<file path="src/rtl/csr_pkg.sv">
package csr_pkg;

	// register bus geometry: byte space below, bit space above
	localparam int         CSR_ADDR_W        = 11;
	localparam int         CSR_BIT_SPACE_POS = 10;

	// register indices; byte address is four times the index
	localparam logic [7:0] CSR_IDX_SP  = 8'h81;
	localparam logic [7:0] CSR_IDX_DPL = 8'h82;
	localparam logic [7:0] CSR_IDX_DPH = 8'h83;
	localparam logic [7:0] CSR_IDX_PSW = 8'hD0;
	localparam logic [7:0] CSR_IDX_ACC = 8'hE0;
	localparam logic [7:0] CSR_IDX_B   = 8'hF0;

	// values after reset
	localparam logic [7:0] CSR_RST_SP  = 8'h07;
	localparam logic [7:0] CSR_RST_DPL = 8'h00;
	localparam logic [7:0] CSR_RST_DPH = 8'h00;
	localparam logic [7:0] CSR_RST_PSW = 8'h00;
	localparam logic [7:0] CSR_RST_ACC = 8'h00;
	localparam logic [7:0] CSR_RST_B   = 8'h00;

	// status word field positions
	localparam int CSR_PSW_CY  = 7;
	localparam int CSR_PSW_AC  = 6;
	localparam int CSR_PSW_F0  = 5;
	localparam int CSR_PSW_RS1 = 4;
	localparam int CSR_PSW_RS0 = 3;
	localparam int CSR_PSW_OV  = 2;
	localparam int CSR_PSW_F1  = 1;
	localparam int CSR_PSW_P   = 0;

	// decimal adjust constants and the product overflow limit
	localparam logic [3:0] CSR_BCD_MAX   = 4'h9;
	localparam logic [8:0] CSR_DA_ADJ_LO = 9'h006;
	localparam logic [8:0] CSR_DA_ADJ_HI = 9'h060;
	localparam logic [15:0] CSR_BYTE_MAX = 16'h00FF;

	typedef enum logic [3:0] {
		CSR_OP_NOP,
		CSR_OP_ADD,
		CSR_OP_ADDC,
		CSR_OP_SUBB,
		CSR_OP_MUL,
		CSR_OP_DIV,
		CSR_OP_DA,
		CSR_OP_COMPARE_JUMP_OP,
		CSR_OP_PUSH,
		CSR_OP_POP,
		CSR_OP_SETC,
		CSR_OP_CLRC,
		CSR_OP_INC_DATA_PTR_PAIR
	} csr_op_type;

endpackage

</file>
<file path="src/rtl/csr_core_regs.sv">
// The implementer's own choice: the APB register port.
module csr_core_regs
	import csr_pkg::*;
(
	// clock and reset
	input  wire logic                  CORE_CLK,
	input  wire logic                  RESETN,
	// register bus
	input  wire logic                  PSEL,
	input  wire logic                  PENABLE,
	input  wire logic                  PWRITE,
	input  wire logic [CSR_ADDR_W-1:0] PADDR,
	input  wire logic [31:0]           PWDATA,
	output logic      [31:0]           PRDATA,
	output logic                       PREADY,
	output logic                       PSLVERR,
	// execution port
	input  wire logic                  EXEC_VALID,
	input  csr_op_type                 EXEC_OP,
	input  wire logic [7:0]            EXEC_ARG_A,
	input  wire logic [7:0]            EXEC_ARG_B,
	input  wire logic [2:0]            WREG_SEL,
	// register views
	output logic      [7:0]            ACC_OUT,
	output logic      [7:0]            B_OUT,
	output logic      [7:0]            SP_OUT,
	output logic      [15:0]           DATA_PTR_PAIR_OUT,
	output logic      [7:0]            PSW_OUT,
	// internal RAM requests
	output logic                       RAM_WE,
	output logic      [7:0]            RAM_ADDR,
	output logic      [7:0]            RAM_WDATA,
	output logic      [7:0]            WREG_ADDR
);

	logic [7:0]  acc_reg;
	logic [7:0]  acc_next;
	logic [7:0]  b_reg;
	logic [7:0]  b_next;
	logic [7:0]  sp_reg;
	logic [7:0]  sp_next;
	logic [7:0]  dpl_reg;
	logic [7:0]  dph_reg;
	logic [15:0] data_ptr_pair_next;
	logic [7:0]  psw_reg;
	logic [7:0]  psw_next;
	logic        pready_reg;
	logic [31:0] prdata_reg;
	logic        pslverr_reg;
	logic        ram_we_reg;
	logic [7:0]  ram_addr_reg;
	logic [7:0]  ram_wdata_reg;
	logic [7:0]  wreg_addr_reg;

	logic        bit_space;
	logic [7:0]  tgt_idx;
	logic [2:0]  bit_sel;
	logic        map_ok;
	logic [7:0]  cur_byte;
	logic [7:0]  sw_val;
	logic [31:0] rd_val;
	logic        bus_setup;
	logic        wr_fire;
	logic        sw_acc;
	logic        sw_b;
	logic        sw_sp;
	logic        sw_dpl;
	logic        sw_dph;
	logic        sw_psw;

	logic [7:0]  alu_a;
	logic [7:0]  alu_b;
	logic [7:0]  alu_res_a;
	logic [7:0]  alu_res_b;
	logic        alu_wr_a;
	logic        alu_wr_b;
	logic        alu_cy;
	logic        alu_ac;
	logic        alu_ov;
	logic        alu_upd_cy;
	logic        alu_upd_ac;
	logic        alu_upd_ov;
	logic        hw_go;

	function automatic logic sfr_mapped(input logic [7:0] idx);
		return (idx == CSR_IDX_SP) || (idx == CSR_IDX_DPL) || (idx == CSR_IDX_DPH) ||
			(idx == CSR_IDX_PSW) || (idx == CSR_IDX_ACC) || (idx == CSR_IDX_B);
	endfunction

	function automatic logic bit_mappable(input logic [7:0] idx);
		return (idx == CSR_IDX_ACC) || (idx == CSR_IDX_B) || (idx == CSR_IDX_PSW);
	endfunction

	// ---- bus decode: byte space and bit space share one lookup
	assign bit_space = PADDR[CSR_BIT_SPACE_POS];
	assign bit_sel   = PADDR[4:2];
	assign tgt_idx   = bit_space ? {PADDR[9:5], 3'b000} : PADDR[9:2];
	assign map_ok    = (PADDR[1:0] == 2'b00) &&
		(bit_space ? bit_mappable(tgt_idx) : sfr_mapped(tgt_idx));
	assign bus_setup = PSEL && !PENABLE;
	assign wr_fire   = PSEL && PENABLE && pready_reg && PWRITE && map_ok;

	always_comb begin
		case (tgt_idx)
			CSR_IDX_SP:  cur_byte = sp_reg;
			CSR_IDX_DPL: cur_byte = dpl_reg;
			CSR_IDX_DPH: cur_byte = dph_reg;
			CSR_IDX_PSW: cur_byte = psw_reg;
			CSR_IDX_ACC: cur_byte = acc_reg;
			CSR_IDX_B:   cur_byte = b_reg;
			default:     cur_byte = 8'h00;
		endcase
	end

	always_comb begin
		sw_val = PWDATA[7:0];
		rd_val = {24'h000000, cur_byte};
		if (bit_space) begin
			// single-bit access: read-modify-write of the owning byte
			sw_val          = cur_byte;
			sw_val[bit_sel] = PWDATA[0];
			rd_val          = {31'h00000000, cur_byte[bit_sel]};
		end
	end

	assign sw_acc = wr_fire && (tgt_idx == CSR_IDX_ACC);
	assign sw_b   = wr_fire && (tgt_idx == CSR_IDX_B);
	assign sw_sp  = wr_fire && (tgt_idx == CSR_IDX_SP);
	assign sw_dpl = wr_fire && (tgt_idx == CSR_IDX_DPL);
	assign sw_dph = wr_fire && (tgt_idx == CSR_IDX_DPH);
	assign sw_psw = wr_fire && (tgt_idx == CSR_IDX_PSW);

	// ---- zero-wait-state bus answer, captured at the setup edge
	always_ff @(posedge CORE_CLK or negedge RESETN) begin
		if (!RESETN) begin
			pready_reg  <= 1'b0;
			prdata_reg  <= 32'h00000000;
			pslverr_reg <= 1'b0;
		end else begin
			pready_reg <= bus_setup;
			if (bus_setup) begin
				prdata_reg  <= (map_ok && !PWRITE) ? rd_val : 32'h00000000;
				pslverr_reg <= !map_ok;
			end
		end
	end

	// ---- flag and result unit
	assign hw_go = EXEC_VALID;
	assign alu_a = (EXEC_OP == CSR_OP_COMPARE_JUMP_OP) ? EXEC_ARG_A : acc_reg;
	assign alu_b = ((EXEC_OP == CSR_OP_MUL) || (EXEC_OP == CSR_OP_DIV)) ? b_reg : EXEC_ARG_B;

	csr_flag_alu u_alu (
		.op     (EXEC_OP),
		.a      (alu_a),
		.b      (alu_b),
		.cy_in  (psw_reg[CSR_PSW_CY]),
		.ac_in  (psw_reg[CSR_PSW_AC]),
		.res_a  (alu_res_a),
		.res_b  (alu_res_b),
		.wr_a   (alu_wr_a),
		.wr_b   (alu_wr_b),
		.cy_out (alu_cy),
		.ac_out (alu_ac),
		.ov_out (alu_ov),
		.upd_cy (alu_upd_cy),
		.upd_ac (alu_upd_ac),
		.upd_ov (alu_upd_ov)
	);

	// ---- next values: hardware results override a software write
	always_comb begin
		acc_next = acc_reg;
		if (sw_acc) begin
			acc_next = sw_val;
		end
		if (hw_go && alu_wr_a) begin
			acc_next = alu_res_a;
		end
	end

	always_comb begin
		b_next = b_reg;
		if (sw_b) begin
			b_next = sw_val;
		end
		if (hw_go && alu_wr_b) begin
			b_next = alu_res_b;
		end
	end

	always_comb begin
		sp_next = sp_reg;
		if (sw_sp) begin
			sp_next = sw_val;
		end
		if (hw_go && (EXEC_OP == CSR_OP_PUSH)) begin
			sp_next = sp_reg + 8'h01;
		end else if (hw_go && (EXEC_OP == CSR_OP_POP)) begin
			sp_next = sp_reg - 8'h01;
		end
	end

	always_comb begin
		data_ptr_pair_next = {dph_reg, dpl_reg};
		if (sw_dpl) begin
			data_ptr_pair_next[7:0] = sw_val;
		end
		if (sw_dph) begin
			data_ptr_pair_next[15:8] = sw_val;
		end
		if (hw_go && (EXEC_OP == CSR_OP_INC_DATA_PTR_PAIR)) begin
			data_ptr_pair_next = {dph_reg, dpl_reg} + 16'h0001;
		end
	end

	always_comb begin
		psw_next = psw_reg;
		if (sw_psw) begin
			// user flags and bank bits are plain storage; parity ignores writes
			psw_next[7:1] = sw_val[7:1];
		end
		if (hw_go && alu_upd_cy) begin
			psw_next[CSR_PSW_CY] = alu_cy;
		end
		if (hw_go && alu_upd_ac) begin
			psw_next[CSR_PSW_AC] = alu_ac;
		end
		if (hw_go && alu_upd_ov) begin
			psw_next[CSR_PSW_OV] = alu_ov;
		end
		psw_next[CSR_PSW_P] = ^acc_next;
	end

	// ---- register state
	always_ff @(posedge CORE_CLK or negedge RESETN) begin
		if (!RESETN) begin
			acc_reg <= CSR_RST_ACC;
			b_reg   <= CSR_RST_B;
		end else begin
			acc_reg <= acc_next;
			b_reg   <= b_next;
		end
	end

	always_ff @(posedge CORE_CLK or negedge RESETN) begin
		if (!RESETN) begin
			sp_reg <= CSR_RST_SP;
		end else begin
			sp_reg <= sp_next;
		end
	end

	always_ff @(posedge CORE_CLK or negedge RESETN) begin
		if (!RESETN) begin
			dpl_reg <= CSR_RST_DPL;
			dph_reg <= CSR_RST_DPH;
		end else begin
			dpl_reg <= data_ptr_pair_next[7:0];
			dph_reg <= data_ptr_pair_next[15:8];
		end
	end

	always_ff @(posedge CORE_CLK or negedge RESETN) begin
		if (!RESETN) begin
			psw_reg <= CSR_RST_PSW;
		end else begin
			psw_reg <= psw_next;
		end
	end

	// ---- stack store lands at the already incremented pointer
	always_ff @(posedge CORE_CLK or negedge RESETN) begin
		if (!RESETN) begin
			ram_we_reg    <= 1'b0;
			ram_addr_reg  <= 8'h00;
			ram_wdata_reg <= 8'h00;
		end else begin
			ram_we_reg <= hw_go && (EXEC_OP == CSR_OP_PUSH);
			if (hw_go && (EXEC_OP == CSR_OP_PUSH)) begin
				ram_addr_reg  <= sp_reg + 8'h01;
				ram_wdata_reg <= EXEC_ARG_B;
			end
		end
	end

	// ---- working register address: bank times eight plus register number
	always_ff @(posedge CORE_CLK or negedge RESETN) begin
		if (!RESETN) begin
			wreg_addr_reg <= 8'h00;
		end else begin
			wreg_addr_reg <= {3'b000, psw_reg[CSR_PSW_RS1:CSR_PSW_RS0], WREG_SEL};
		end
	end

	assign PRDATA    = prdata_reg;
	assign PREADY    = pready_reg;
	assign PSLVERR   = pslverr_reg;
	assign ACC_OUT   = acc_reg;
	assign B_OUT     = b_reg;
	assign SP_OUT    = sp_reg;
	assign DATA_PTR_PAIR_OUT  = {dph_reg, dpl_reg};
	assign PSW_OUT   = psw_reg;
	assign RAM_WE    = ram_we_reg;
	assign RAM_ADDR  = ram_addr_reg;
	assign RAM_WDATA = ram_wdata_reg;
	assign WREG_ADDR = wreg_addr_reg;

	// ---- checks
	logic add_cy_chk;
	logic compare_jump_op_lt_chk;
	logic push_go;

	assign add_cy_chk  = ({1'b0, acc_reg} + {1'b0, EXEC_ARG_B}) > 9'h0FF;
	assign compare_jump_op_lt_chk = EXEC_ARG_A < EXEC_ARG_B;
	assign push_go     = EXEC_VALID && (EXEC_OP == CSR_OP_PUSH);

	a_push_sp_inc: assert property (@(posedge CORE_CLK) disable iff (!RESETN)
		push_go |=> (SP_OUT == $past(SP_OUT) + 8'h01))
		else $error("stack pointer did not advance on push");

	a_push_ram_slot: assert property (@(posedge CORE_CLK) disable iff (!RESETN)
		push_go |=> (RAM_WE && (RAM_ADDR == SP_OUT) && (RAM_WDATA == $past(EXEC_ARG_B))))
		else $error("push wrote ram at wrong slot");

	a_parity_track: assert property (@(posedge CORE_CLK) disable iff (!RESETN)
		PSW_OUT[CSR_PSW_P] == ^ACC_OUT)
		else $error("parity flag disagrees with operand register");

	a_add_carry_out: assert property (@(posedge CORE_CLK) disable iff (!RESETN)
		(EXEC_VALID && (EXEC_OP == CSR_OP_ADD)) ##1 1'b1 |-> (PSW_OUT[CSR_PSW_CY] == $past(add_cy_chk)))
		else $error("carry wrong after add");

	a_mul_div_nocy: assert property (@(posedge CORE_CLK) disable iff (!RESETN)
		(EXEC_VALID && ((EXEC_OP == CSR_OP_MUL) || (EXEC_OP == CSR_OP_DIV))) |=> !PSW_OUT[CSR_PSW_CY])
		else $error("carry set after product or quotient");

	a_div_zero_ov: assert property (@(posedge CORE_CLK) disable iff (!RESETN)
		(EXEC_VALID && (EXEC_OP == CSR_OP_DIV) && (B_OUT == 8'h00))
		|=> (PSW_OUT[CSR_PSW_OV] && $stable(ACC_OUT) && $stable(B_OUT)))
		else $error("zero divisor not flagged");

	a_compare_jump_op_carry: assert property (@(posedge CORE_CLK) disable iff (!RESETN)
		(EXEC_VALID && (EXEC_OP == CSR_OP_COMPARE_JUMP_OP)) |=> (PSW_OUT[CSR_PSW_CY] == $past(compare_jump_op_lt_chk)))
		else $error("compare carry wrong");

	a_bank_map: assert property (@(posedge CORE_CLK) disable iff (!RESETN)
		##1 (WREG_ADDR == {3'b000, $past(PSW_OUT[4:3]), $past(WREG_SEL)}))
		else $error("working register address wrong");

	a_hw_flag_wins: assert property (@(posedge CORE_CLK) disable iff (!RESETN)
		(sw_psw && EXEC_VALID && (EXEC_OP == CSR_OP_SETC)) |=> PSW_OUT[CSR_PSW_CY])
		else $error("software write beat hardware flag update");

	a_apb_answer: assert property (@(posedge CORE_CLK) disable iff (!RESETN)
		(PSEL && !PENABLE && !PADDR[CSR_BIT_SPACE_POS] && (PADDR[1:0] != 2'b00)) |=> (PREADY && PSLVERR))
		else $error("misaligned access not refused");

endmodule

</file>
<file path="src/rtl/csr_flag_alu.sv">
module csr_flag_alu
	import csr_pkg::*;
(
	// operation and operands
	input  csr_op_type       op,
	input  wire logic [7:0]  a,
	input  wire logic [7:0]  b,
	input  wire logic        cy_in,
	input  wire logic        ac_in,
	// results and flags
	output logic [7:0]       res_a,
	output logic [7:0]       res_b,
	output logic             wr_a,
	output logic             wr_b,
	output logic             cy_out,
	output logic             ac_out,
	output logic             ov_out,
	output logic             upd_cy,
	output logic             upd_ac,
	output logic             upd_ov
);

	logic        cin;
	logic [8:0]  add9;
	logic [4:0]  add_lo5;
	logic [7:0]  add_lo8;
	logic [8:0]  sub9;
	logic [4:0]  sub_lo5;
	logic [7:0]  sub_lo8;
	logic [15:0] prod;
	logic [7:0]  div_by;
	logic        da_lo_fix;
	logic        da_hi_fix;
	logic [8:0]  da1;
	logic [8:0]  da2;

	assign cin     = (op == CSR_OP_ADDC) ? cy_in : 1'b0;
	assign add9    = {1'b0, a} + {1'b0, b} + {8'h00, cin};
	assign add_lo5 = {1'b0, a[3:0]} + {1'b0, b[3:0]} + {4'h0, cin};
	assign add_lo8 = {1'b0, a[6:0]} + {1'b0, b[6:0]} + {7'h00, cin};
	assign sub9    = {1'b0, a} - {1'b0, b} - {8'h00, cy_in};
	assign sub_lo5 = {1'b0, a[3:0]} - {1'b0, b[3:0]} - {4'h0, cy_in};
	assign sub_lo8 = {1'b0, a[6:0]} - {1'b0, b[6:0]} - {7'h00, cy_in};
	assign prod    = {8'h00, a} * {8'h00, b};
	// divisor forced nonzero so the divider never sees zero
	assign div_by  = (b == 8'h00) ? 8'h01 : b;

	assign da_lo_fix = (a[3:0] > CSR_BCD_MAX) | ac_in;
	assign da1       = {1'b0, a} + (da_lo_fix ? CSR_DA_ADJ_LO : 9'h000);
	assign da_hi_fix = (da1[7:4] > CSR_BCD_MAX) | da1[8] | cy_in;
	assign da2       = da1 + (da_hi_fix ? CSR_DA_ADJ_HI : 9'h000);

	always_comb begin
		res_a  = a;
		res_b  = b;
		wr_a   = 1'b0;
		wr_b   = 1'b0;
		cy_out = cy_in;
		ac_out = ac_in;
		ov_out = 1'b0;
		upd_cy = 1'b0;
		upd_ac = 1'b0;
		upd_ov = 1'b0;
		case (op)
			CSR_OP_ADD, CSR_OP_ADDC: begin
				res_a  = add9[7:0];
				wr_a   = 1'b1;
				cy_out = add9[8];
				ac_out = add_lo5[4];
				ov_out = add_lo8[7] ^ add9[8];
				upd_cy = 1'b1;
				upd_ac = 1'b1;
				upd_ov = 1'b1;
			end
			CSR_OP_SUBB: begin
				res_a  = sub9[7:0];
				wr_a   = 1'b1;
				cy_out = sub9[8];
				ac_out = sub_lo5[4];
				ov_out = sub_lo8[7] ^ sub9[8];
				upd_cy = 1'b1;
				upd_ac = 1'b1;
				upd_ov = 1'b1;
			end
			CSR_OP_MUL: begin
				res_a  = prod[7:0];
				res_b  = prod[15:8];
				wr_a   = 1'b1;
				wr_b   = 1'b1;
				cy_out = 1'b0;
				ov_out = prod > CSR_BYTE_MAX;
				upd_cy = 1'b1;
				upd_ov = 1'b1;
			end
			CSR_OP_DIV: begin
				// zero divisor: results are undefined, so both registers are left alone
				res_a  = a / div_by;
				res_b  = a % div_by;
				wr_a   = (b != 8'h00);
				wr_b   = (b != 8'h00);
				cy_out = 1'b0;
				ov_out = (b == 8'h00);
				upd_cy = 1'b1;
				upd_ov = 1'b1;
			end
			CSR_OP_DA: begin
				res_a  = da2[7:0];
				wr_a   = 1'b1;
				cy_out = da_hi_fix;
				upd_cy = 1'b1;
			end
			CSR_OP_COMPARE_JUMP_OP: begin
				cy_out = (a < b);
				upd_cy = 1'b1;
			end
			CSR_OP_SETC: begin
				cy_out = 1'b1;
				upd_cy = 1'b1;
			end
			CSR_OP_CLRC: begin
				cy_out = 1'b0;
				upd_cy = 1'b1;
			end
			default: begin
				res_a = a;
			end
		endcase
	end

endmodule

</file>
<file path="config.mk">
export PLATFORM = sky130hd
export DESIGN_NAME = csr_core_regs
export DESIGN_NICKNAME = d
export VERILOG_FILES = /design/src/rtl/csr_pkg.sv /design/src/rtl/csr_core_regs.sv /design/src/rtl/csr_flag_alu.sv
export SDC_FILE = /design/constraint.sdc
export NUM_CORES = 1
export LEC_CHECK = 0
export ABC_CLOCK_PERIOD_IN_PS = 41000
export BUFFER_PORTS_ARGS = -buffer_cell sky130_fd_sc_hd__buf_2
export CAP_MARGIN = 20
export CORE_MARGIN = 4
export CORE_UTILIZATION = 50
export CTS_BUF_LIST = sky130_fd_sc_hd__clkbuf_16
export CTS_CLUSTER_SIZE = 16
export DETAILED_ROUTE_END_ITERATION = 16
export PLACE_DENSITY_LB_ADDON = 0.1
export SKIP_CTS_REPAIR_TIMING = 1
export SLEW_MARGIN = 20
export SYNTH_ARGS = -nofsm -noshare
export SYNTH_HDL_FRONTEND = slang
export SYNTH_SLANG_ARGS = --single-unit
export TNS_END_PERCENT = 50
</file>
<file path="constraint.sdc">
create_clock -name CORE_CLK -period 41 [get_ports CORE_CLK]
set_clock_uncertainty 0.2 [all_clocks]
set_input_delay 4.1 -clock CORE_CLK [delete_from_list [all_inputs] [get_ports CORE_CLK]]
set_output_delay 4.1 -clock CORE_CLK [all_outputs]
set_load 0.03 [all_outputs]
</file>
# Word level (Yosys, flattened, before mapping)
# Cells that the tools add are included.
# W data, S select, Z words.
# word_totals
register_bits,104
in_bits,72
output_inout_bits,107
elab_cells,161
# op_classes
n_addsub,17
n_mul,1
div,2
n_lt_le_gt_ge,6
n_eq_ne,20
muxes,41
bitwise,5
n_reduce_logical,52
# ops
operator,n
$mux W8,14
$eq A8 B8 Y1 const B,6
$pmux W8 S6,1
$pmux W8 S5,1
$mux W32,1
$logic_and A1 B1 Y1,22
$eq A4 B4 Y1 const B,5
$add A16 B1 Y16 const B,1
$eq A4 B3 Y1 const B,4
$gt A16 B8 Y1 const B,1
$mul A8 B8 Y16,1
$mux W16,1
$pmux W8 S2,1
$mux W7,2
$reduce_bool A2 Y1,6
$mux W1,10
$reduce_or A5 Y1,2
$add A8 B3 Y9,1
$add A8 B8 Y9,1
$add A9 B1 Y9,1
$reduce_or A9 Y1,1
$sub A8 B8 Y9,1
$sub A9 B1 Y9,1
$add A7 B7 Y8,1
other kinds (39),58

# Logic depth before layout (Yosys ltp)
# depth
depth_word,14
depth_mapped,63
ltp_nobuf,60

# Modules after synthesis
# Synthesis repeated with hierarchy kept, for this count alone.
# hier_totals
cells_unflattened,1338
hier_area_um2,10800.4
# by_module_without_submodules
mod,n_inst,cells_per_inst,area_per_inst_um2,seq_area_each_um2
csr_flag_alu,1,743,5544.1,0.0
csr_core_regs,1,595,5256.3,2005.7

# Least setup slack after synthesis
# OpenSTA, ideal clock, no wires.
# synth_timing
path_kind,input to register
start,input EXEC_OP[3]
end,"register psw_reg[0], in the netlist PSW_OUT[0]"
setup_time_ns,0.123
arrival_ns,17.486
required_time_ns,40.677
setup_slack_ns,23.192
path_stages,59
path_buffers,2
cell_sequence,buf_2 -> nor3b_2 -> mux2i_2 -> inv_2 -> o21ai_0 -> inv_1 -> ha_1 -> inv_1 -> a211oi_1 -> nor2_1 -> ha_1 -> or4b_2 -> nand2_1 -> o21ai_0 -> and2_1 -> ha_1 -> o211ai_1 -> nand2_1 -> (+23 left out) -> o21a_1 -> o21a_1 -> o21ai_0 -> a21oi_1 -> o21a_1 -> o21ai_1 -> mux2_2 -> fa_1 -> nor2b_1 -> o21ai_1 -> and4b_1 -> o41ai_1 -> a21oi_1 -> mux2i_1 -> xor2_1 -> xnor2_2 -> xnor3_1 -> xor2_1
# synth_between
word_cells_on_any_way,36
cone_classes,add/sub (6); mul (1); div (1); order compare (2); eq/ne (7); mux (9); bitwise (3); reduce/logical (7)
# synth_rtl
item,line,rtl
"start, declared",csr_core_regs.sv:19,"input csr_op_type EXEC_OP,"
$eq A4 B3 Y1,"csr_core_regs.sv:151, csr_flag_alu.sv:64",
$logic_or A1 B1 Y1,csr_core_regs.sv:151,assign alu_b = ((EXEC_OP == CSR_OP_MUL) || (EXEC_OP == CSR_OP_DIV)) ? b_reg : EXEC_ARG_B;
$mux W8,csr_core_regs.sv:151,
$logic_not A8 Y1,csr_flag_alu.sv:46,assign div_by = (b == 8'h00) ? 8'h01 : b;
$mux W8,csr_flag_alu.sv:46,
$div A8 B8 Y8,csr_flag_alu.sv:97,res_a = a / div_by;
$pmux W8 S5,csr_flag_alu.sv:64,case (op)
$mux W8 *,csr_core_regs.sv:177,if (hw_go && alu_wr_a) begin
named net acc_next[0],csr_core_regs.sv:37,logic [7:0] acc_next;
$reduce_xor A8 Y1 *,csr_core_regs.sv:232,psw_next[CSR_PSW_P] = ^acc_next;
named net psw_next[0],csr_core_regs.sv:46,logic [7:0] psw_next;
"end signal, assigned",csr_core_regs.sv:268,psw_reg <= psw_next;
"end, declared",csr_core_regs.sv:45,logic [7:0] psw_reg;
# Mark *: on every way through the listed nets, which the timed path passes. The rest lies on a longest branch.
# A chain may end at the register's enable or synchronous reset.

# Worst setup path after layout
# layout_timing
start,input EXEC_OP[2]
end,"register psw_reg[0], in the netlist PSW_OUT[0]"
# The elaborated chain is that of the path after synthesis.

==> flow_metrics.env <==
export IMPL_wire_per_inst_microns=19.8
export IMPL_setup_viol=0
export IMPL_place_area_sq_um=11200
export IMPL_hpwl_mm=26.3
export IMPL_syn2layout_area_growth_pct=11.0
export IMPL_drc=0
export IMPL_drtIter0Drc=730
export IMPL_cpMaxStageDelayCell="a21oi_1"
export IMPL_worst_pin_slew_ps=1180
export IMPL_final_cells=1660
export IMPL_rr_worst_depth=59
export IMPL_die_width_microns=153
export IMPL_coreArea_sq_um=20400
export IMPL_p_leak_nw=5.63
export IMPL_avgViaCountPerCell=5.91
export IMPL_start_util_pct=51.3
export IMPL_status="finished, final reports clean"
export IMPL_cts_buffer_depth=2
export IMPL_die_area_sq_um=23300
export IMPL_period_share_pct=47.4
export IMPL_syn_avg_cell_area_sq_um=8.16
export IMPL_fmax_mhz=51.5
export IMPL_clkLatencyLatePin_ps=340
export IMPL_yosys_most_used_dff="dfrtp_1"
export IMPL_cts_sinks=80
export IMPL_pin_count=179
export IMPL_hold_violations=0
export IMPL_layout_nets=1607
export IMPL_gp_congestion=0.992
export IMPL_cts_root_buf="clkbuf_16"
export IMPL_grt_pass1_vias=9396
export IMPL_worst_path_max_fanout=21
export IMPL_required_ps=41020
export IMPL_ys_async_sr_fraction_pct=100
export IMPL_core_rowCount=52
export IMPL_p_total_mw=0.888
export IMPL_cp_end_kind="flip-flop"
export IMPL_yosys_warnings=0
export IMPL_synth_most_common_cell="nor2_1"
export IMPL_port_buffers=127
export IMPL_period_needed_ps=19420
export IMPL_cts_buffers=9
export IMPL_ys_seq_area_share_pct=19.2
export IMPL_grtUsageTotal_pct=27.6
export IMPL_drtPass1Iterations=5
export IMPL_slew_headroom_pct=20.9
export IMPL_synth_commonest_cells="nor2_1, nand2_1, inv_1"
export IMPL_cts_clk_slew_worst_paths_ps=60
export IMPL_synth_area_top_cells="dfrtp_1, ha_1, fa_1, nor2_1, nand2_1"
export IMPL_syn_cell_area_sq_um=10500
export IMPL_synthDistinctLibCells=85
export IMPL_slew_violations=0
export IMPL_grt_setup_unrepaired="false"
export IMPL_routed_wirelength_mm=32.9
export IMPL_die_h_microns=153
export IMPL_crit_type="primary input to flip-flop"
export IMPL_synthCells=1280
export IMPL_cpMostUsedCell="o21a_1"
export IMPL_start_kind="primary input"
export IMPL_synth_top_area_share_pct=18.4
export IMPL_ant_nets=0
export IMPL_grt_max_degree=81
export IMPL_synth_seq_cells=80
export IMPL_grt_pass1_wl_mm=52.4
export IMPL_fin_area_sq_um=11600
export IMPL_drv_cap=0
export IMPL_drive_above_1_share_pct=15.3
export IMPL_min_path_cells=2
export IMPL_tns_ps=0
export IMPL_vias=9813
export IMPL_peakVddDrop_mv=0.137
export IMPL_num_antenna_cells=0
export IMPL_gr_total_overflow=0
export IMPL_synth_edff_count=0
export IMPL_antenna_found_initial=2
export IMPL_place_inst=1644
export IMPL_hp_class="flip-flop to flip-flop"
export IMPL_power_density_nw_per_um2=76.5
export IMPL_final_util_pct=56.9
export IMPL_h_tree_depth=3
export IMPL_cp_slowest_stage_delay_ps=820
export IMPL_synth_largest_area_cell="dfrtp_1"
export IMPL_tritoncts="done"
export IMPL_cp_arrival_ps=19450
-- cells in the final DEF (no fill, tap or decap), types with 27 or more instances in the layout --
cell type / n
xnor2_1: 39
mux2i_1: 41
o21ai_0: 62
inv_1: 108
a21oi_1: 79
nor3_1: 36
mux2_2: 36
fa_1: 43
dfrtp_1: 77
nor2_1: 129
buf_2: 126
conb_1: 27
ha_1: 107
nand2_1: 117
-- critical path, delay by kind of cell --
kind | cells | cell delay, ps
multiplexers | 6 | 1670
buffers and inverters | 8 | 1880
AO/OA/AOI/OAI | 26 | 5780
adder cells (fa/ha/maj) | 8 | 2600
AND/OR/NAND/NOR | 11 | 2470
XOR/XNOR | 4 | 870
-- area by class of cell --
type	count	area [sq um]
clock inverters	7	119
inverters	115	432
multi-input cells	1035	7710
flip-flops and latches	80	2010
fillers	1903	8770
clock buffers	9	225
repair buffers	144	769
well taps	270	338
-- where the power goes --
group | total [mW] | switching, mW | internal (mW)
sequential | 0.123 | 0.0282 | 0.0953
combinational | 0.671 | 0.411 | 0.259
clock | 0.0935 | 0.0339 | 0.0596
-- per-stage QoR --
stage                     hold slack (ps)  setup WS [ps]
after floorplan                       359          23190
after global placement                261          21580
after detailed placement              267          21350
after CTS                             280          21670
after global routing                  304          20510
final                                 279          21580
-- worst paths after layout --
path / startpoint / slack (ps) / to
setup / recovery: EXEC_OP[2] / 21580 / PSW_OUT[0]
hold / removal: PSLVERR / 280 / PSLVERR
setup reg to reg: B_OUT[0] / 25710 / PSW_OUT[0]
hold reg to reg: PSLVERR / 280 / PSLVERR
max in group asynchronous: RESETN / 36480 / dpl_reg[3]
min in group asynchronous: RESETN / 3590 / dph_reg[4]
-- logic make-up after synthesis --
logic type	Yosys count	synth area share, %
DFF	80	19.2
AOI/OAI and AO/OA	323	20.2
buffers and inverters	191	8.06
and+or+nand+nor	391	17.4
muxes	82	8.50
xor gates and xnor gates	62	5.53
other	1	0.0359
adders and majority gates	150	21.0
-- layer usage --
layer	GRT usage, %	wire length, microns
met1	36.5	13600
met2	46.2	15600
met3	4.37	2590
met4	9.08	1100
met5	0	27
Power figures use the tool's default switching activity.
